<file path="config.mk">
export PLATFORM = sky130hd
export DESIGN_NAME = scpr_readout
export DESIGN_NICKNAME = d
export VERILOG_FILES = /design/src/scpr_pkg.sv /design/src/scpr_readout.sv
export SDC_FILE = /design/constraint.sdc
export NUM_CORES = 1
export LEC_CHECK = 0
export ABC_AREA = 1
export ABC_CLOCK_PERIOD_IN_PS = 4000
export BUFFER_PORTS_ARGS = -buffer_cell sky130_fd_sc_hd__buf_2
export CAP_MARGIN = 40
export CORE_ASPECT_RATIO = 1.25
export CORE_MARGIN = 2
export CORE_UTILIZATION = 52
export CTS_CLUSTER_DIAMETER = 200
export CTS_CLUSTER_SIZE = 40
export DETAILED_ROUTE_END_ITERATION = 10
export PLACE_DENSITY = 0.94
export REMOVE_ABC_BUFFERS = 1
export SLEW_MARGIN = 30
export SYNTH_ARGS = -nofsm -noshare
export SYNTH_HDL_FRONTEND = slang
export SYNTH_SLANG_ARGS = --single-unit
</file>
<file path="constraint.sdc">
create_clock -name sys_clk -period 4 [get_ports sys_clk]
set_input_delay 0.6 -clock sys_clk [delete_from_list [all_inputs] [get_ports sys_clk]]
set_output_delay 0.6 -clock sys_clk [all_outputs]
set_load 0.005 [all_outputs]
</file>
<file path="src/scpr_pkg.sv">
// constants and types for the calibration pattern readout block
package scpr_pkg;
  localparam int          ADDR_W       = 14;
  localparam int          DQ_W         = 16;
  localparam int          LAT_W        = 5;
  localparam logic [2:0]  BA_MODE_THREE = 3'h3;
  localparam int          MODE_BIT     = 2;
  localparam logic [1:0]  LOC_PREDEF   = 2'h0;
  localparam int          CHOP_BIT     = 12;
  localparam int          NIBBLE_BIT   = 2;
  localparam int          AP_BIT       = 10;
  localparam logic [7:0]  PREDEF_PATTERN = 8'haa;
  localparam logic [3:0]  BEATS_FULL   = 4'h8;
  localparam logic [3:0]  BEATS_CHOP   = 4'h4;
  localparam logic [2:0]  NIBBLE_HIGH  = 3'h4;
  localparam logic [2:0]  NIBBLE_LOW   = 3'h0;

  typedef enum logic [2:0] {
    SCPR_CMD_NOP   = 3'h0,
    SCPR_CMD_MRS   = 3'h1,
    SCPR_CMD_READ  = 3'h2,
    SCPR_CMD_WRITE = 3'h3,
    SCPR_CMD_OTHER = 3'h4
  } scpr_cmd_t;

  typedef struct packed {
    scpr_cmd_t          cmd;
    logic [2:0]         bank;
    logic [ADDR_W-1:0]  addr;
  } scpr_req_t;

  typedef enum logic [1:0] {
    SCPR_IDLE  = 2'h0,
    SCPR_WAIT  = 2'h1,
    SCPR_BURST = 2'h2
  } scpr_state_t;
endpackage

</file>
<file path="src/scpr_readout.sv">
// mode register three and calibration pattern read path
`timescale 1ns/100ps
`default_nettype none
// How it works
// mode register three written by mode-set with bank bits 011.
// address bit 2 enables pattern mode; zero keeps array operation.
// location 00 selects predefined pattern; other values are reserved.
// location field ignored while pattern mode is off.
// controller drives address bits 3 to 13 low on this write.
// controller precharges all banks before enabling pattern mode; the bench issues no precharge first.
// in pattern mode every read comes from the pattern register.
// controller issues only reads while pattern mode is on.
// reset is honoured while pattern mode is enabled.
// read with autoprecharge acts as a plain read in pattern mode.
// with pattern mode off reads and writes use the array.
// eight-beat read gives order 0 to 7, pattern 0101 0101.
// chopped read gives order 0-3 or 4-7 by address bit 2.
// burst bit 0 is pattern lsb, bit 7 its msb.
// bit 0 of each byte lane carries pattern, others copy or zero.
// controller drives column bits 1:0 low, bit 2 low for eight beats.
// bank bits and other column bits are ignored in pattern reads.
// address bit 12 chops on the fly when enabled; fixed chop honoured.
// pattern reads keep the ordinary read latency and timing.
// controller reads the pattern only after delay-lock; the bench reads it with no delay-lock step.
// read latency equals additive plus column access latency.
// after reset pattern mode is off.
module scpr_readout
  import scpr_pkg::*;
#(
  parameter bit COPY_LANES = 1'b1
)(
  input  wire logic             sys_clk,
  input  wire logic             rst,
  input  wire scpr_req_t        req,
  input  wire logic [LAT_W-1:0] additive_latency,
  input  wire logic [LAT_W-1:0] cas_latency,
  input  wire logic             chop_on_fly_en,
  input  wire logic             chop_fixed,
  input  wire logic [DQ_W-1:0]  array_rd_data,
  output logic                  pattern_mode,
  output logic [1:0]            pattern_location,
  output logic                  array_rd_req,
  output logic                  array_wr_req,
  output logic                  array_autoprecharge,
  output logic [DQ_W-1:0]       dq_out,
  output logic                  dq_oe
);

  // refuse widths the lane fan-out and latency counter cannot serve
  if ((DQ_W % 8 != 0) || (DQ_W < 16))
  begin : g_bad_width
    $error("data width must be two or more whole byte lanes");
  end
  if (LAT_W < 1)
  begin : g_bad_latency
    $error("latency width must be at least one bit");
  end

  // fans one pattern bit out over every byte lane
  function automatic logic [DQ_W-1:0] lane_fill(input logic b);
    logic [DQ_W-1:0] v;
    v = '0;
    for (int i = 0; i < DQ_W; i++)
      if (COPY_LANES || (i % 8 == 0))
        v[i] = b;
    return v;
  endfunction

  logic              is_mrs3;
  logic              is_read;
  logic              is_write;
  logic [LAT_W:0]    read_lat;
  logic [LAT_W:0]    lat_cnt;
  logic [3:0]        beat_cnt;
  logic [3:0]        beats;
  logic [2:0]        burst_pos;
  logic              burst_src;
  scpr_state_t       state;

  // mode-set decode
  assign is_mrs3 = (req.cmd == SCPR_CMD_MRS) && (req.bank == BA_MODE_THREE);
  assign is_read = (req.cmd == SCPR_CMD_READ);
  assign is_write = (req.cmd == SCPR_CMD_WRITE);
  // latency sum
  assign read_lat = {1'b0, additive_latency} + {1'b0, cas_latency};

  // mode register write
  always_ff @(posedge sys_clk)
  begin
    // reset during pattern mode
    if (rst)
    begin
      // off after reset
      pattern_mode     <= 1'b0;
      pattern_location <= LOC_PREDEF;
    end
    else if (is_mrs3)
    begin
      pattern_mode     <= req.addr[MODE_BIT];
      pattern_location <= req.addr[1:0];
    end
  end

  // array access when mode off
  always_ff @(posedge sys_clk)
  begin
    if (rst)
    begin
      array_rd_req        <= 1'b0;
      array_wr_req        <= 1'b0;
      array_autoprecharge <= 1'b0;
    end
    else
    begin
      // R7 reads diverted in pattern mode
      array_rd_req        <= is_read && !pattern_mode;
      array_wr_req        <= is_write && !pattern_mode;
      // no autoprecharge in pattern mode
      array_autoprecharge <= (is_read || is_write)
                             && !pattern_mode && req.addr[AP_BIT];
    end
  end

  // shared latency and burst sequencing
  always_ff @(posedge sys_clk)
  begin
    if (rst)
    begin
      state     <= SCPR_IDLE;
      lat_cnt   <= '0;
      beat_cnt  <= '0;
      beats     <= BEATS_FULL;
      burst_pos <= NIBBLE_LOW;
      burst_src <= 1'b0;
    end
    else
    begin
      case (state)
        SCPR_IDLE:
        begin
          if (is_read)
          begin
            // only chop and nibble bits matter
            // chop on the fly or fixed
            if (chop_on_fly_en)
              beats <= req.addr[CHOP_BIT] ? BEATS_FULL : BEATS_CHOP;
            else
              beats <= chop_fixed ? BEATS_CHOP : BEATS_FULL;
            // nibble select
            burst_pos <= req.addr[NIBBLE_BIT] ? NIBBLE_HIGH : NIBBLE_LOW;
            // location not consulted
            burst_src <= pattern_mode;
            lat_cnt   <= read_lat;
            beat_cnt  <= '0;
            state     <= (read_lat == '0) ? SCPR_BURST : SCPR_WAIT;
          end
        end
        SCPR_WAIT:
        begin
          lat_cnt <= lat_cnt - 1'b1;
          if (lat_cnt == {{LAT_W{1'b0}}, 1'b1})
            state <= SCPR_BURST;
        end
        SCPR_BURST:
        begin
          // ascending burst order
          burst_pos <= burst_pos + 3'h1;
          beat_cnt  <= beat_cnt + 4'h1;
          if (beat_cnt == beats - 4'h1)
            state <= SCPR_IDLE;
        end
        default:
          state <= SCPR_IDLE;
      endcase
    end
  end

  logic pat_bit;
  // burst bit indexes pattern lsb first
  // reserved locations give the same pattern
  assign pat_bit = PREDEF_PATTERN[burst_pos];

  // data pins drive
  always_ff @(posedge sys_clk)
  begin
    if (rst)
    begin
      dq_out <= '0;
      dq_oe  <= 1'b0;
    end
    else if (state == SCPR_BURST)
    begin
      dq_out <= burst_src ? lane_fill(pat_bit) : array_rd_data;
      dq_oe  <= 1'b1;
    end
    else
    begin
      dq_out <= '0;
      dq_oe  <= 1'b0;
    end
  end

  // read latencies probed by the checks below
  localparam logic [LAT_W:0] LAT_TWO   = (LAT_W+1)'(2);
  localparam logic [LAT_W:0] LAT_THREE = (LAT_W+1)'(3);

  // mode register captured
  mode_write_a: assert property (@(posedge sys_clk) disable iff (rst)
    is_mrs3 |=> pattern_mode == $past(req.addr[MODE_BIT]))
    else $error("mode bit not captured");

  // location field captured
  loc_write_a: assert property (@(posedge sys_clk) disable iff (rst)
    is_mrs3 |=> pattern_location == $past(req.addr[1:0]))
    else $error("location not captured");

  // other mode registers ignored
  mrs_other_a: assert property (@(posedge sys_clk) disable iff (rst)
    (req.cmd == SCPR_CMD_MRS && req.bank != BA_MODE_THREE) |=> $stable(pattern_mode))
    else $error("mode changed by other register");

  // location kept without write
  loc_hold_a: assert property (@(posedge sys_clk) disable iff (rst)
    !is_mrs3 |=> $stable(pattern_location))
    else $error("location changed without write");

  // no array read in pattern mode
  no_array_a: assert property (@(posedge sys_clk) disable iff (rst)
    (is_read && pattern_mode) |=> !array_rd_req)
    else $error("array read in pattern mode");

  // no precharge in pattern mode
  no_ap_a: assert property (@(posedge sys_clk) disable iff (rst)
    pattern_mode |=> !array_autoprecharge)
    else $error("autoprecharge in pattern mode");

  // normal reads go to array
  array_read_a: assert property (@(posedge sys_clk) disable iff (rst)
    (is_read && !pattern_mode) |=> array_rd_req)
    else $error("array read missing");

  // normal writes go to array
  array_write_a: assert property (@(posedge sys_clk) disable iff (rst)
    (is_write && !pattern_mode) |=> array_wr_req)
    else $error("array write missing");

  // alternating pattern on every beat
  pattern_a: assert property (@(posedge sys_clk) disable iff (rst)
    (dq_oe && burst_src) |-> (dq_out[0] == PREDEF_PATTERN[$past(burst_pos)]))
    else $error("pattern bit wrong");

  // upper lane mirrors lower
  lanes_a: assert property (@(posedge sys_clk) disable iff (rst)
    (dq_oe && burst_src) |-> (dq_out[8] == dq_out[0]))
    else $error("upper lane bit 0 differs");

  // lane bits above zero copy or stay low
  lane_copy_a: assert property (@(posedge sys_clk) disable iff (rst)
    (dq_oe && burst_src)
    |-> (dq_out[7:1] == (COPY_LANES ? {7{dq_out[0]}} : 7'h0)))
    else $error("lane bits 7 to 1 wrong");

  // reset leaves pattern off
  reset_off_a: assert property (@(posedge sys_clk)
    rst |=> !pattern_mode)
    else $error("pattern mode after reset");

  // reset clears dq_oe, both array requests and the location
  reset_quiet_a: assert property (@(posedge sys_clk)
    rst |=> (!dq_oe && !array_rd_req && !array_wr_req && pattern_location == LOC_PREDEF))
    else $error("outputs active after reset");

  // data begins after latency of two
  latency_a: assert property (@(posedge sys_clk) disable iff (rst)
    (state == SCPR_IDLE && is_read && read_lat == LAT_TWO)
    |=> !dq_oe[*3] ##1 dq_oe)
    else $error("read latency wrong");

  // data begins after latency of three
  latency_three_a: assert property (@(posedge sys_clk) disable iff (rst)
    (state == SCPR_IDLE && is_read && read_lat == LAT_THREE)
    |=> !dq_oe[*4] ##1 dq_oe)
    else $error("read latency of three wrong");

  // full burst without chop
  full_len_a: assert property (@(posedge sys_clk) disable iff (rst)
    ($rose(dq_oe) && !chop_on_fly_en && !chop_fixed) |-> dq_oe[*8] ##1 !dq_oe)
    else $error("full burst length wrong");

  // fixed chop gives four beats
  chop_len_a: assert property (@(posedge sys_clk) disable iff (rst)
    ($rose(dq_oe) && !chop_on_fly_en && chop_fixed) |-> dq_oe[*4] ##1 !dq_oe)
    else $error("chopped burst length wrong");

  enable_c: cover property (@(posedge sys_clk) is_mrs3 && req.addr[MODE_BIT]);
  chop_c: cover property (@(posedge sys_clk) state == SCPR_IDLE && is_read && pattern_mode
    && chop_on_fly_en && !req.addr[CHOP_BIT] && req.addr[NIBBLE_BIT]);
  full_c: cover property (@(posedge sys_clk) burst_src && state == SCPR_BURST
    && beat_cnt == 4'h7);
  disable_c: cover property (@(posedge sys_clk) pattern_mode && is_mrs3
    && !req.addr[MODE_BIT]);
  pattern_read_c: cover property (@(posedge sys_clk) state == SCPR_IDLE && is_read
    && pattern_mode && req.addr[AP_BIT]);

endmodule
`default_nettype wire

</file>
* Word level (Yosys, flattened, before mapping)
Memory sizes are Yosys's and may differ from the RTL's. A register that Yosys moved wholly into a read port is not among the register bits.
Index checks and enable logic that the tools add are counted.
** Operators by class
- Equal/unequal tests :: 11
- $lt $le $gt $ge :: 1
- $add $sub $neg :: 5
- Muxes and demuxes :: 20
- Reductions and logical operators :: 16
- Bitwise logic cells :: 1
** Operators with widths (number)
- 2-to-1 mux 16 bit :: 1
- 2-to-1 mux 4 bit :: 4
- 2-to-1 mux 3 bit :: 4
- one-hot mux 6 bit (2 select lines) :: 1
- == test 3 x 2 -> 1 bit, second input constant :: 3
- 2-to-1 mux 2 bit :: 4
- one-hot mux 4 bit (2 select lines) :: 1
- adder 5 x 5 -> 6 bit :: 1
- == test 6 x 1 -> 1 bit, second input constant :: 1
- logical NOT 6 bit :: 1
- 2-to-1 mux 6 bit :: 1
- != test 2 bit, second input constant :: 3
- one-hot mux 2 bit (3 select lines) :: 1
- one-hot mux 3 bit (2 select lines) :: 1
- AND reduction 2 bit :: 3
- subtractor 6 x 1 -> 6 bit, second input constant :: 1
- logical AND 1 bit :: 5
- adder 4 x 1 -> 4 bit, second input constant :: 1
- == test 4 bit :: 1
- less-than comparator 3 x 4 -> 1 bit, second input constant :: 1
- nonzero test 2 bit :: 2
- subtractor 4 x 1 -> 4 bit, second input constant :: 1
- adder 3 x 1 -> 3 bit, second input constant :: 1
- == test 3 x 1 -> 1 bit, second input constant :: 1
- 9 further kinds :: 10
** Word-level totals
- Input port bits :: 50
- Logic and storage cells :: 68
- Register bits :: 43
- Memories :: 1
- ROM bits :: 8
- Output and inout port bits :: 23
** Memory list
- (name not given) :: depth 8, width 1, read ports 1, clocked after Yosys merged registers in 1, write ports 0, RTL line scpr_readout.sv:181 : assign pat_bit = PREDEF_PATTERN[burst_pos];

* Longest topological paths before layout
Gate-level depths: netlist of run 1.
- Word-level depth :: 5
- Mapped depth :: 12
- Mapped depth without buffers :: 12

* Least setup slack after synthesis of run 1
Ideal clock, no wire load.
- Kind :: input-to-reg
- Start point :: in additive_latency[0]
- End point :: reg state[1]
- Buffers on the path :: 0
- Arrival :: 1.768 ns
- Stages :: 9
- Setup time :: 0.064 ns
- Path slack :: 2.168 ns
- Required time :: 3.936 ns
- Cells stage by stage :: ha_1 > fa_1 > xnor2_1 > nand2_1 > nor2_1 > nand2_1 > nand2_1 > nand2_1 > nor2_1
** Between the ends
- Longest elaborated chain between the ends :: 5
** Ends and longest elaborated chain
- start: declaration :: RTL line scpr_readout.sv:35 : input wire logic [LAT_W-1:0] additive_latency,
- adder 5 x 5 -> 6 bit :: RTL line scpr_readout.sv:85 : assign read_lat = {1'b0, additive_latency} + {1'b0, cas_latency};
- logical NOT 6 bit :: RTL line scpr_readout.sv:155 : state <= (read_lat == '0) ? SCPR_BURST : SCPR_WAIT;
- 2-to-1 mux 2 bit :: RTL line scpr_readout.sv:155
- 2-to-1 mux 2 bit :: RTL line scpr_readout.sv:141 : if (is_read)
- one-hot mux 2 bit (3 select lines) :: RTL line scpr_readout.sv:138 : case (state)
- end signal: assignment :: RTL line scpr_readout.sv:155
- end: declaration :: RTL line scpr_readout.sv:78 : scpr_state_t state;
No other way between the ends. The select of a mux whose other input is x is not followed.
A chain may end at the register's enable or synchronous reset.

* Final worst setup path of run 1
Ends and elaborated chain as after synthesis.

==> PnR_summary.wiki, run 1 <==
{| class="wikitable"
! Metric !! Value
|-
| Area added between synthesis and finish || 22.31%
|-
| Initial antenna violation count || 0
|-
| IR drop worst, VDD || 0.3009 mV
|-
| YS warnings || 0
|-
| Crit path buf inv count || 1
|-
| Global-route total usage across every layer || 20.26%
|-
| Top post-synthesis cells by count || sky130_fd_sc_hd__nand2_1, sky130_fd_sc_hd__dfxtp_1, sky130_fd_sc_hd__a21oi_1
|-
| Number of flops mapped to enable cells by yosys || 0
|-
| Main synth FF type || sky130_fd_sc_hd__dfxtp_1
|-
| CTS HTree Levels || 2
|-
| Met1 global-route usage || 19.69%
|-
| Type of the worst setup path || in -> reg
|-
| Setup repair after global routing missed its margin || no
|-
| Detailed-routing iteration count for the pre-antenna-repair pass || 4
|-
| Final worst path period need || 1749 ps
|-
| Post-route worst setup slack || 2251 ps
|-
| Share of final-layout standard cells stronger than drive strength 1 || 30.74%
|-
| Worst-path fanout max || 3
|-
| Die Outline Area || 4216 um2
|-
| Most utilized layer in the global route result || met2
|-
| Part of the total power dissipated in the clock network || 36.7%
|-
| Final core utilization || 67.17%
|-
| Reg2Reg Depth || 8
|-
| Area share of the largest cell type after synthesis || 41.50%
|-
| Post-place setup slack || 1959 ps
|-
| Cells after Synth || 244
|-
| Layout net count || 367
|-
| Headroom to the max-slew limit || 68.16%
|-
| DRT antenna net count || 0
|-
| Detailed router's first-iteration violation count || 48
|-
| Cell taking the most area after synthesis || sky130_fd_sc_hd__dfxtp_1
|-
| Outcome || completed
|-
| Met3 Track Usage GR || 5.169%
|-
| Final design area excluding fillers || 2360 um2
|-
| Total Power || 0.0008829 W
|-
| DRC violations left || 0
|-
| Global placement routability congestion || 0.8092
|-
| Ports || 73
|-
| P_int || 0.0006530 W
|-
| Static power due to leakage || 1.175 nW
|-
| Fraction of power consumed by combinational cells || 15.8%
|-
| Via Count || 1739
|-
| Die boundary height || 72.10 um
|-
| P per Cell Area || 374.1 nW/um2
|-
| Top area cells in the synthesized netlist || sky130_fd_sc_hd__dfxtp_1, sky130_fd_sc_hd__nand2_1, sky130_fd_sc_hd__a21oi_1, sky130_fd_sc_hd__nor2_4, sky130_fd_sc_hd__ha_1
|-
| CTS tree || built
|-
| Number of input and output port buffers inserted || 63
|-
| Critical path data arrival time || 1980 ps
|-
| Maximum number of pins on one net before global-route repair || 17
|-
| Post-synthesis sequential element count || 40
|-
| CTS Root Cell || sky130_fd_sc_hd__clkbuf_8
|-
| Worst Hold Depth || 1
|-
| Clock insertion delay at the later pin of the skew report || 290 ps
|-
| Most common cell type on the critical path || sky130_fd_sc_hd__nand2_1
|-
| Data required time at the worst endpoint || 4240 ps
|-
| Total negative setup slack || 0 ps
|-
| Sink Count || 40
|-
| Count of pins over their slew limit || 0
|-
| Dpl hpwl || 3057 um
|-
| Capturing element type of the critical path || flop
|-
| Routed wire length per instance || 11.33 um
|-
| Met2 Usage GRT || 38.95%
|-
| Most common cell in the netlist || sky130_fd_sc_hd__nand2_1
|-
| Final worst-path cycle share || 43.72%
|-
| Total count of hold-check failures in the final report || 0
|-
| ANT cells || 0
|-
| Worst-path cell with the longest stage delay || sky130_fd_sc_hd__fa_1
|-
| Number of setup buffers added after CTS || 0
|-
| Register area share after synthesis || 41.50%
|-
| Post-CTS sizing || 0
|-
| Number of buffers created by CTS || 5
|-
| Switching fraction of total power || 26.03%
|-
| Maxcap violations || 0
|-
| Die boundary width || 58.48 um
|-
| Clock transition at the registers of the reported paths || 80 ps
|-
| Starting utilization of the core area || 54.91%
|-
| Top achievable clock speed || 571.9 MHz
|-
| Via count of the first global-routing pass || 1650
|-
| Power dissipated by switching net loads || 0.0002298 W
|-
| Core Box Area || 3513 um2
|-
| Post-placement cell area || 2248 um2
|-
| Post-DR vias/cell || 4.997
|-
| Sequential fraction of design power || 47.5%
|-
| Total of endpoints with negative setup slack in the final report || 0
|-
| Remaining Overflow, GRT || 0
|-
| Global-route wire length before repair || 6617 um
|-
| Post-Syn Area per Cell || 7.907 um2
|-
| Post-synthesis cell area || 1929 um2
|-
| Number of unique standard cell types used by synthesis || 29
|-
| Cell family with the largest share of critical-path delay || adder cells
|-
| Post-route clock skew || 7.428 ps
|-
| Path category of the worst min-delay check || reg -> reg
|-
| Total of hold buffers inserted after clock tree synthesis || 0
|-
| Critical path cell sequence || buf_2, ha_1, fa_1, xnor2_1, nand2_1, nor2_1, nand2_1, nand2_1, nand2_1, nor2_1
|-
| Site Rows || 24
|-
| Wire length after detailed routing || 3942 um
|-
| WP depth || 10
|-
| Layout fillers || 284
|-
| Least-Margin Pin Slew || 477.1 ps
|-
| FFs w/ async S/R, synth || 0%
|-
| Startpoint class of the critical path || input pin
|-
| CP max stage delay || 410 ps
|-
| Buffer levels on the longest clock path || 2
|}
-- final cells by class --
type	instances	area, um2	area share (%)
timing repair buffer	63	315.3	13.36
sequential	40	800.8	33.93
tap	39	48.80	2.068
inverter	31	118.9	5.037
clock buffer	5	68.82	2.916
clock inverter	3	42.54	1.803
multi-input combinational	167	964.7	40.88
-- placed cells by master (no fill, tap or decap), drive strengths merged --
cell type,netlist,final
buf,4,63
nand2,42,42
nor2,42,42
dfxtp,40,40
inv,31,31
a21oi,29,29
nand3,15,15
o21ai,13,13
ha,8,8
clkbuf,2,5
nand4,4,4
nor3,3,3
xor2,2,2
xnor2,2,2
nor3b,1,1
o2111a,1,1
a31oi,1,1
nand3b,1,1
a211oi,1,1
a32o,1,1
fa,1,1
bufinv,0,1
clkinvlp,0,1
clkinv,0,1
-- per-layer routing --
metal / wire [um] / up-vias
li1: - / 919
met1: 1497 / 752
met2: 2089 / 57
met3: 254 / 11
met4: 101 / 0
met5: 0 / -
-- cell families after synthesis --
logic type	share of synthesized area (%)
AO/OA/AOI/OAI	12.97
XOR/XNOR	1.816
adder cells (fa/ha/maj)	6.226
buffers and inverters	8.496
flip-flops	41.50
AND/OR/NAND/NOR	28.99
-- sequential cells by signal, summed over array words and instances (netlist names) --
| name | flops |
|---|---|
| pat_bit | 1 |
| array_rd_req | 1 |
| dq_out | 16 |
| array_autoprecharge | 1 |
| array_wr_req | 1 |
| pattern_mode | 1 |
| burst_pos | 1 |
| dq_oe | 1 |
| burst_src | 1 |
| lat_cnt | 6 |
| pattern_location | 2 |
| beat_cnt | 4 |
| beats | 2 |
| state | 2 |
-- stage by stage --
step	instances	hold WS, ps
after floorplan	238	415.9
after global placement	340	429.2
after detailed placement	340	431.7
after CTS	348	438.2
after global routing	348	467.7
final	348	439.3
-- power by group through the flow --
stage / clock (W) / sequential (W) / combinational, W
detailed placement: 0 / 0.000429 / 0.000138
CTS: 0.000330 / 0.000420 / 0.000140
floorplan: 0 / 0.000428 / 0.0000955
global placement: 0 / 0.000428 / 0.000134
finish: 0.000324 / 0.000420 / 0.000140
global route: 0.000343 / 0.000421 / 0.000161
-- worst paths after layout --
path	start	end	slack, ps
setup / recovery	additive_latency[0]	state[1]	2250
hold / removal	pattern_mode	array_rd_req	440
setup reg to reg	state[0]	lat_cnt[5]	2440
hold reg to reg	pattern_mode	array_rd_req	440
Note: power is estimated with default switching activity, not from simulation.
==> inputs of run 2 (changes only) <==
Settings changed: ABC_CLOCK_PERIOD_IN_PS 4000 to 1750, CORE_UTILIZATION 52 to 48, PLACE_DENSITY 0.94 to 0.88.
Clock period 4 ns to 1.75 ns, I/O delays scaled along.
==> run 2 against run 1 <==
  * Design area increased by 1.1%
  * Critical path depth unchanged
  * Critical path type unchanged
  * Cell count increased by 4.6%
  * Clock skew decreased by 2.8 ps
  * First-iteration DRC count increased by 50%
  * Highest routed layer unchanged
  * Via count increased by 2.6%
  * Largest cell class unchanged
==> PnR_summary.wiki, run 2 (synthesized netlist as in run 1, its figures left out) <==
{| class="wikitable"
! Metric !! Value
|-
| Die Outline Area || 4546 um2
|-
| Sequential fraction of design power || 47.2%
|-
| Fraction of power consumed by combinational cells || 16.0%
|-
| Total of hold buffers inserted after clock tree synthesis || 0
|-
| DRT antenna net count || 0
|-
| Post-CTS sizing || 0
|-
| CTS tree || built
|-
| Most common library cell in the layout ignoring fill and taps || sky130_fd_sc_hd__buf_2
|-
| Static power due to leakage || 1.180 nW
|-
| Outcome || completed
|-
| Top achievable clock speed || 706.6 MHz
|-
| Number of buffers created by CTS || 5
|-
| Commonest non-fill, non-tap cells in the layout || sky130_fd_sc_hd__buf_2, sky130_fd_sc_hd__nand2_1, sky130_fd_sc_hd__dfxtp_1
|-
| Startpoint of the most critical register-to-register path || lat_cnt[0]
|-
| Worst-path cell with the longest stage delay || sky130_fd_sc_hd__fa_1
|-
| Path category of the worst min-delay check || in -> reg
|-
| Site Rows || 25
|-
| Total negative setup slack || 0 ps
|-
| Min-Delay Startpoint || req[0]
|-
| Ports || 73
|-
| Post-Layout Cell Count || 364
|-
| Count of pins over their slew limit || 0
|-
| Final worst path period need || 1415 ps
|-
| Clock transition at the registers of the reported paths || 80 ps
|-
| Setup repair after global routing missed its margin || no
|-
| CP max stage delay || 420 ps
|-
| Detailed-routing iteration count for the pre-antenna-repair pass || 4
|-
| Beginning of the critical path || additive_latency[0]
|-
| Capturing element type of the critical path || flop
|-
| Maximum number of pins on one net before global-route repair || 17
|-
| Number of input and output port buffers inserted || 63
|-
| Final worst-path cycle share || 80.87%
|-
| Startpoint class of the critical path || input pin
|-
| Number of cells after detailed placement || 356
|-
| ANT cells || 0
|-
| Total of endpoints with negative setup slack in the final report || 0
|-
| Critical path cell sequence || buf_2, ha_1, fa_1, xnor2_1, nand2_1, nor2_1, nand2_1, nand2_1, nand2_1, nor2_1
|-
| Sink Count || 40
|-
| Post-DR vias/cell || 4.901
|-
| P per Cell Area || 851.2 nW/um2
|-
| Area added between synthesis and finish || 23.67%
|-
| Via Count || 1784
|-
| Global placement routability congestion || 0.7985
|-
| Total count of hold-check failures in the final report || 0
|-
| P_int || 0.001494 W
|-
| Die boundary height || 74.89 um
|-
| Number of setup buffers added after CTS || 0
|-
| Critical path data arrival time || 1660 ps
|-
| Routed wire length per instance || 10.88 um
|-
| Layout net count || 368
|-
| Share of final-layout standard cells stronger than drive strength 1 || 30.97%
|-
| Global-route total usage across every layer || 19.03%
|-
| Regs by FF count || dq_out (16), lat_cnt (6), beat_cnt (4)
|-
| Starting utilization of the core area || 50.56%
|-
| Headroom to the max-slew limit || 69.70%
|-
| Maxcap violations || 0
|-
| CTS Root Cell || sky130_fd_sc_hd__clkbuf_8
|-
| Buffer levels on the longest clock path || 2
|-
| CTS HTree Levels || 2
|-
| Final core utilization || 62.52%
|-
| Detailed router's first-iteration violation count || 72
|-
| Power dissipated by switching net loads || 0.0005367 W
|-
| Dpl hpwl || 3129 um
|-
| Switching fraction of total power || 26.42%
|-
| Data required time at the worst endpoint || 1990 ps
|-
| Type of the worst setup path || in -> reg
|-
| DRC violations left || 0
|-
| Number of flip-flops in the largest register || 16
|-
| Wire length after detailed routing || 3960 um
|-
| Most flop-heavy register || dq_out
|-
| Post-route clock skew || 4.620 ps
|-
| Most common cell type on the critical path || sky130_fd_sc_hd__nand2_1
|-
| Die boundary width || 60.71 um
|-
| Core Box Area || 3816 um2
|-
| Clock insertion delay at the later pin of the skew report || 300 ps
|-
| IR drop worst, VDD || 0.3576 mV
|-
| Global-route wire length before repair || 6555 um
|-
| Initial antenna violation count || 0
|-
| Via count of the first global-routing pass || 1607
|-
| Part of the total power dissipated in the clock network || 36.7%
|-
| Least-Margin Pin Slew || 454.0 ps
|-
| Remaining Overflow, GRT || 0
|-
| Worst-path fanout max || 3
|}
-- run 2: cell count changes in the layout (fill, tap and decap cells not counted) --
| cell | before | now |
|---|---|---|
| sky130_fd_sc_hd__buf_4 | 0 | 1 |
-- run 2: final timing paths --
check | slack (ps) | end | cells after the start
setup / recovery | 330 | state[1] | 10
setup reg to reg | 350 | lat_cnt[4] | 9
hold reg to reg | 450 | array_rd_req | 1
hold / removal | 200 | pattern_location[0] | 3
-- run 2: stage by stage --
step,total power [W],hold slack (ps),cell area [um2],worst slack (ps)
global route,0.002130,210.1,2386,219.4
detailed placement,0.001304,440.1,2275,26.11
CTS,0.002048,198.4,2386,335.4
floorplan,0.001196,331.6,1884,254.5
global placement,0.001288,433.0,2275,56.83
finish,0.002031,202.2,2386,334.7
-- run 2: area by class of cell --
type	count	area, um2
well taps	54	67.56
clock buffers	5	68.82
inverters	31	118.9
repair buffers	64	322.8
multi-input cells	167	964.7
fillers	348	1430
clock inverters	3	42.54
flip-flops and latches	40	800.8
-- run 2: layer usage --
layer	vias up	wire, um	global-route usage, %
li1	921	-	-
met1	789	1510	19.64
met2	65	2055	34.53
met3	9	301	4.983
met4	0	93	9.903
met5	-	0	0
-- run 2: power groups by stage --
stage	combinational (W)	sequential (W)	clock [W]
global placement	0.000309	0.000979	0
finish	0.000325	0.000960	0.000746
floorplan	0.000218	0.000978	0
detailed placement	0.000324	0.000980	0
global route	0.000373	0.000963	0.000794
CTS	0.000327	0.000959	0.000762
-- run 2: critical path: cells and delay by family --
kind,cells,cell delay [ps]
xor+xnor,1,220
fa+ha+maj,2,640
buf+inv,1,100
simple gates,6,430
==> inputs of run 3 (changes only) <==
Settings changed: ABC_CLOCK_PERIOD_IN_PS 1750 to 1400.
Clock period 1.75 ns to 1.4 ns, I/O delays scaled along.
==> run 3 against run 2 <==
  * Hold slack got worse by 39 ps
  * Critical path depth shrank 1
  * Routed wire length grew 9.6%
  * Worst setup slack got worse by 250 ps
  * Sequential cell count stayed put
  * Design area grew 3.4%
  * Via count rose by 5.2%
  * Power up 26%
  * Sequential share of layout area shrank 1.1 points
  * Largest cell class unchanged
  * Largest power group unchanged
==> PnR_summary.wiki, run 3 (synthesized netlist as in run 1, its figures left out) <==
{| class="wikitable"
! Metric !! Value
|-
| Outcome || completed
|-
| Capturing element type of the critical path || flop
|-
| Detailed-routing iteration count for the pre-antenna-repair pass || 4
|-
| Startpoint of the most critical register-to-register path || lat_cnt[1]
|-
| Most flop-heavy register || dq_out
|-
| Global-route wire length before repair || 6589 um
|-
| Total of hold buffers inserted after clock tree synthesis || 0
|-
| DRT antenna net count || 0
|-
| Initial antenna violation count || 0
|-
| Number of input and output port buffers inserted || 63
|-
| Total Power || 0.002556 W
|-
| IR drop worst, VDD || 0.4415 mV
|-
| Static power due to leakage || 1.217 nW
|-
| Via count of the first global-routing pass || 1693
|-
| Post-route clock skew || 4.279 ps
|-
| Final worst path period need || 1318 ps
|-
| Hold Slack || 163.4 ps
|-
| Data required time at the worst endpoint || 1590 ps
|-
| Die boundary height || 74.89 um
|-
| ANT cells || 0
|-
| Sink Count || 40
|-
| Total negative setup slack || 0 ps
|-
| Core Box Area || 3816 um2
|-
| Headroom to the max-slew limit || 70.06%
|-
| Total of endpoints with negative setup slack in the final report || 0
|-
| Regs by FF count || dq_out (16), lat_cnt (6), beat_cnt (4)
|-
| DRC violations left || 0
|-
| Ports || 73
|-
| Number of buffers created by CTS || 5
|-
| CTS HTree Levels || 2
|-
| Number of flip-flops in the largest register || 16
|-
| Remaining Overflow, GRT || 0
|-
| Clock transition at the registers of the reported paths || 70 ps
|-
| Most common library cell in the layout ignoring fill and taps || sky130_fd_sc_hd__buf_2
|-
| Maximum number of pins on one net before global-route repair || 17
|-
| Post-placement cell area || 2320 um2
|-
| Global placement routability congestion || 0.8065
|-
| CTS Root Cell || sky130_fd_sc_hd__clkbuf_8
|-
| Beginning of the critical path || lat_cnt[1]
|-
| P per Cell Area || 1036 nW/um2
|-
| Dpl hpwl || 3286 um
|-
| Post-Layout Cell Count || 370
|-
| Clock insertion delay at the later pin of the skew report || 290 ps
|-
| Post-DR vias/cell || 5.073
|-
| Routed wire length per instance || 11.73 um
|-
| Maxcap violations || 0
|-
| Worst R2R End || lat_cnt[4]
|-
| Number of cells after detailed placement || 362
|-
| Last element of the critical path || lat_cnt[4]
|-
| Area added between synthesis and finish || 27.89%
|-
| Buffer levels on the longest clock path || 2
|-
| Via Count || 1877
|-
| Global-route total usage across every layer || 19.27%
|-
| Die Outline Area || 4546 um2
|-
| Flop2flop setup slack || 80 ps
|-
| Startpoint class of the critical path || flop
|-
| Count of pins over their slew limit || 0
|-
| Wire length after detailed routing || 4340 um
|-
| Starting utilization of the core area || 50.56%
|-
| Total count of hold-check failures in the final report || 0
|-
| Critical path data arrival time || 1510 ps
|-
| Layout net count || 374
|-
| Share of final-layout standard cells stronger than drive strength 1 || 34.49%
|-
| Site Rows || 25
|-
| Least-Margin Pin Slew || 448.6 ps
|-
| Type of the worst setup path || reg -> reg
|-
| Final design area excluding fillers || 2467 um2
|-
| Top achievable clock speed || 758.9 MHz
|-
| CTS tree || built
|-
| Die boundary width || 60.71 um
|-
| Layout fillers || 337
|-
| Detailed router's first-iteration violation count || 67
|-
| Path category of the worst min-delay check || in -> reg
|-
| Commonest non-fill, non-tap cells in the layout || sky130_fd_sc_hd__buf_2, sky130_fd_sc_hd__nand2_1, sky130_fd_sc_hd__dfxtp_1
|-
| Reg2Reg Depth || 9
|-
| Final worst-path cycle share || 94.12%
|-
| Worst-path fanout max || 4
|}
==> run 3: metal layers <==
metal	routed length, um	up-vias	global-route usage [%]
li1	-	932	-
met5	0	-	0
met3	297	15	4.296
met4	176	0	10.63
met1	1547	847	17.18
met2	2319	83	38.23
==> run 3: cell type report <==
| cell class | count | area, um2 | share of cell area (%) |
|---|---|---|---|
| flip-flops and latches | 40 | 802.0 | 32.51 |
| multi-input cells | 167 | 1003 | 40.67 |
| well taps | 54 | 67.56 | 2.738 |
| inverters | 31 | 118.9 | 4.817 |
| clock inverters | 2 | 35.03 | 1.420 |
| clock buffers | 6 | 72.57 | 2.941 |
| repair buffers | 70 | 367.9 | 14.91 |
==> run 3: worst min path at each step <==
stage	cells past startpoint	end	from
5_1_grt	3	dq_out[0]	array_rd_data[0]
3_3_place_gp	1	burst_pos[0]	burst_pos[0]
4_1_cts	3	pattern_location[1]	req[1]
6_report	3	pattern_location[0]	req[0]
2_1_floorplan	1	beat_cnt[3]	rst
3_5_place_dp	1	burst_pos[0]	burst_pos[0]
==> run 3: what timing repair did <==
| action | 4_1_cts | 5_1_grt |
|---|---|---|
| setup buffers | 0 | 0 |
| endpoints found under the setup margin | 0 | 10 |
| gates resized for setup | 0 | 10 |
==> run 3: worst max-delay path, cell delays in order (launching register included) <==
cell                       delay (ps)
sky130_fd_sc_hd__dfxtp_1          320
sky130_fd_sc_hd__inv_2             80
sky130_fd_sc_hd__ha_1             180
sky130_fd_sc_hd__inv_1             60
sky130_fd_sc_hd__nor2_2           110
sky130_fd_sc_hd__nand3b_1         120
sky130_fd_sc_hd__nand3_1          100
sky130_fd_sc_hd__o21ai_1           80
sky130_fd_sc_hd__a21oi_1          120
sky130_fd_sc_hd__nor2_1            50
==> run 3: metrics by stage <==
stage	utilization, %	setup slack [ps]
final	64.66	82.38
after global placement	60.79	-200.2
after global routing	64.66	-4.017
after CTS	63.61	29.06
after detailed placement	60.79	-240.6
after floorplan	-	-43.02
==> run 3: where the power goes <==
group	internal (W)	switching (W)	leakage, nW
Combinational	0.000190	0.000257	0.838
Clock	0.000528	0.000377	0.0552
Sequential	0.00118	0.0000283	0.324
Total	0.00189	0.000662	1.22
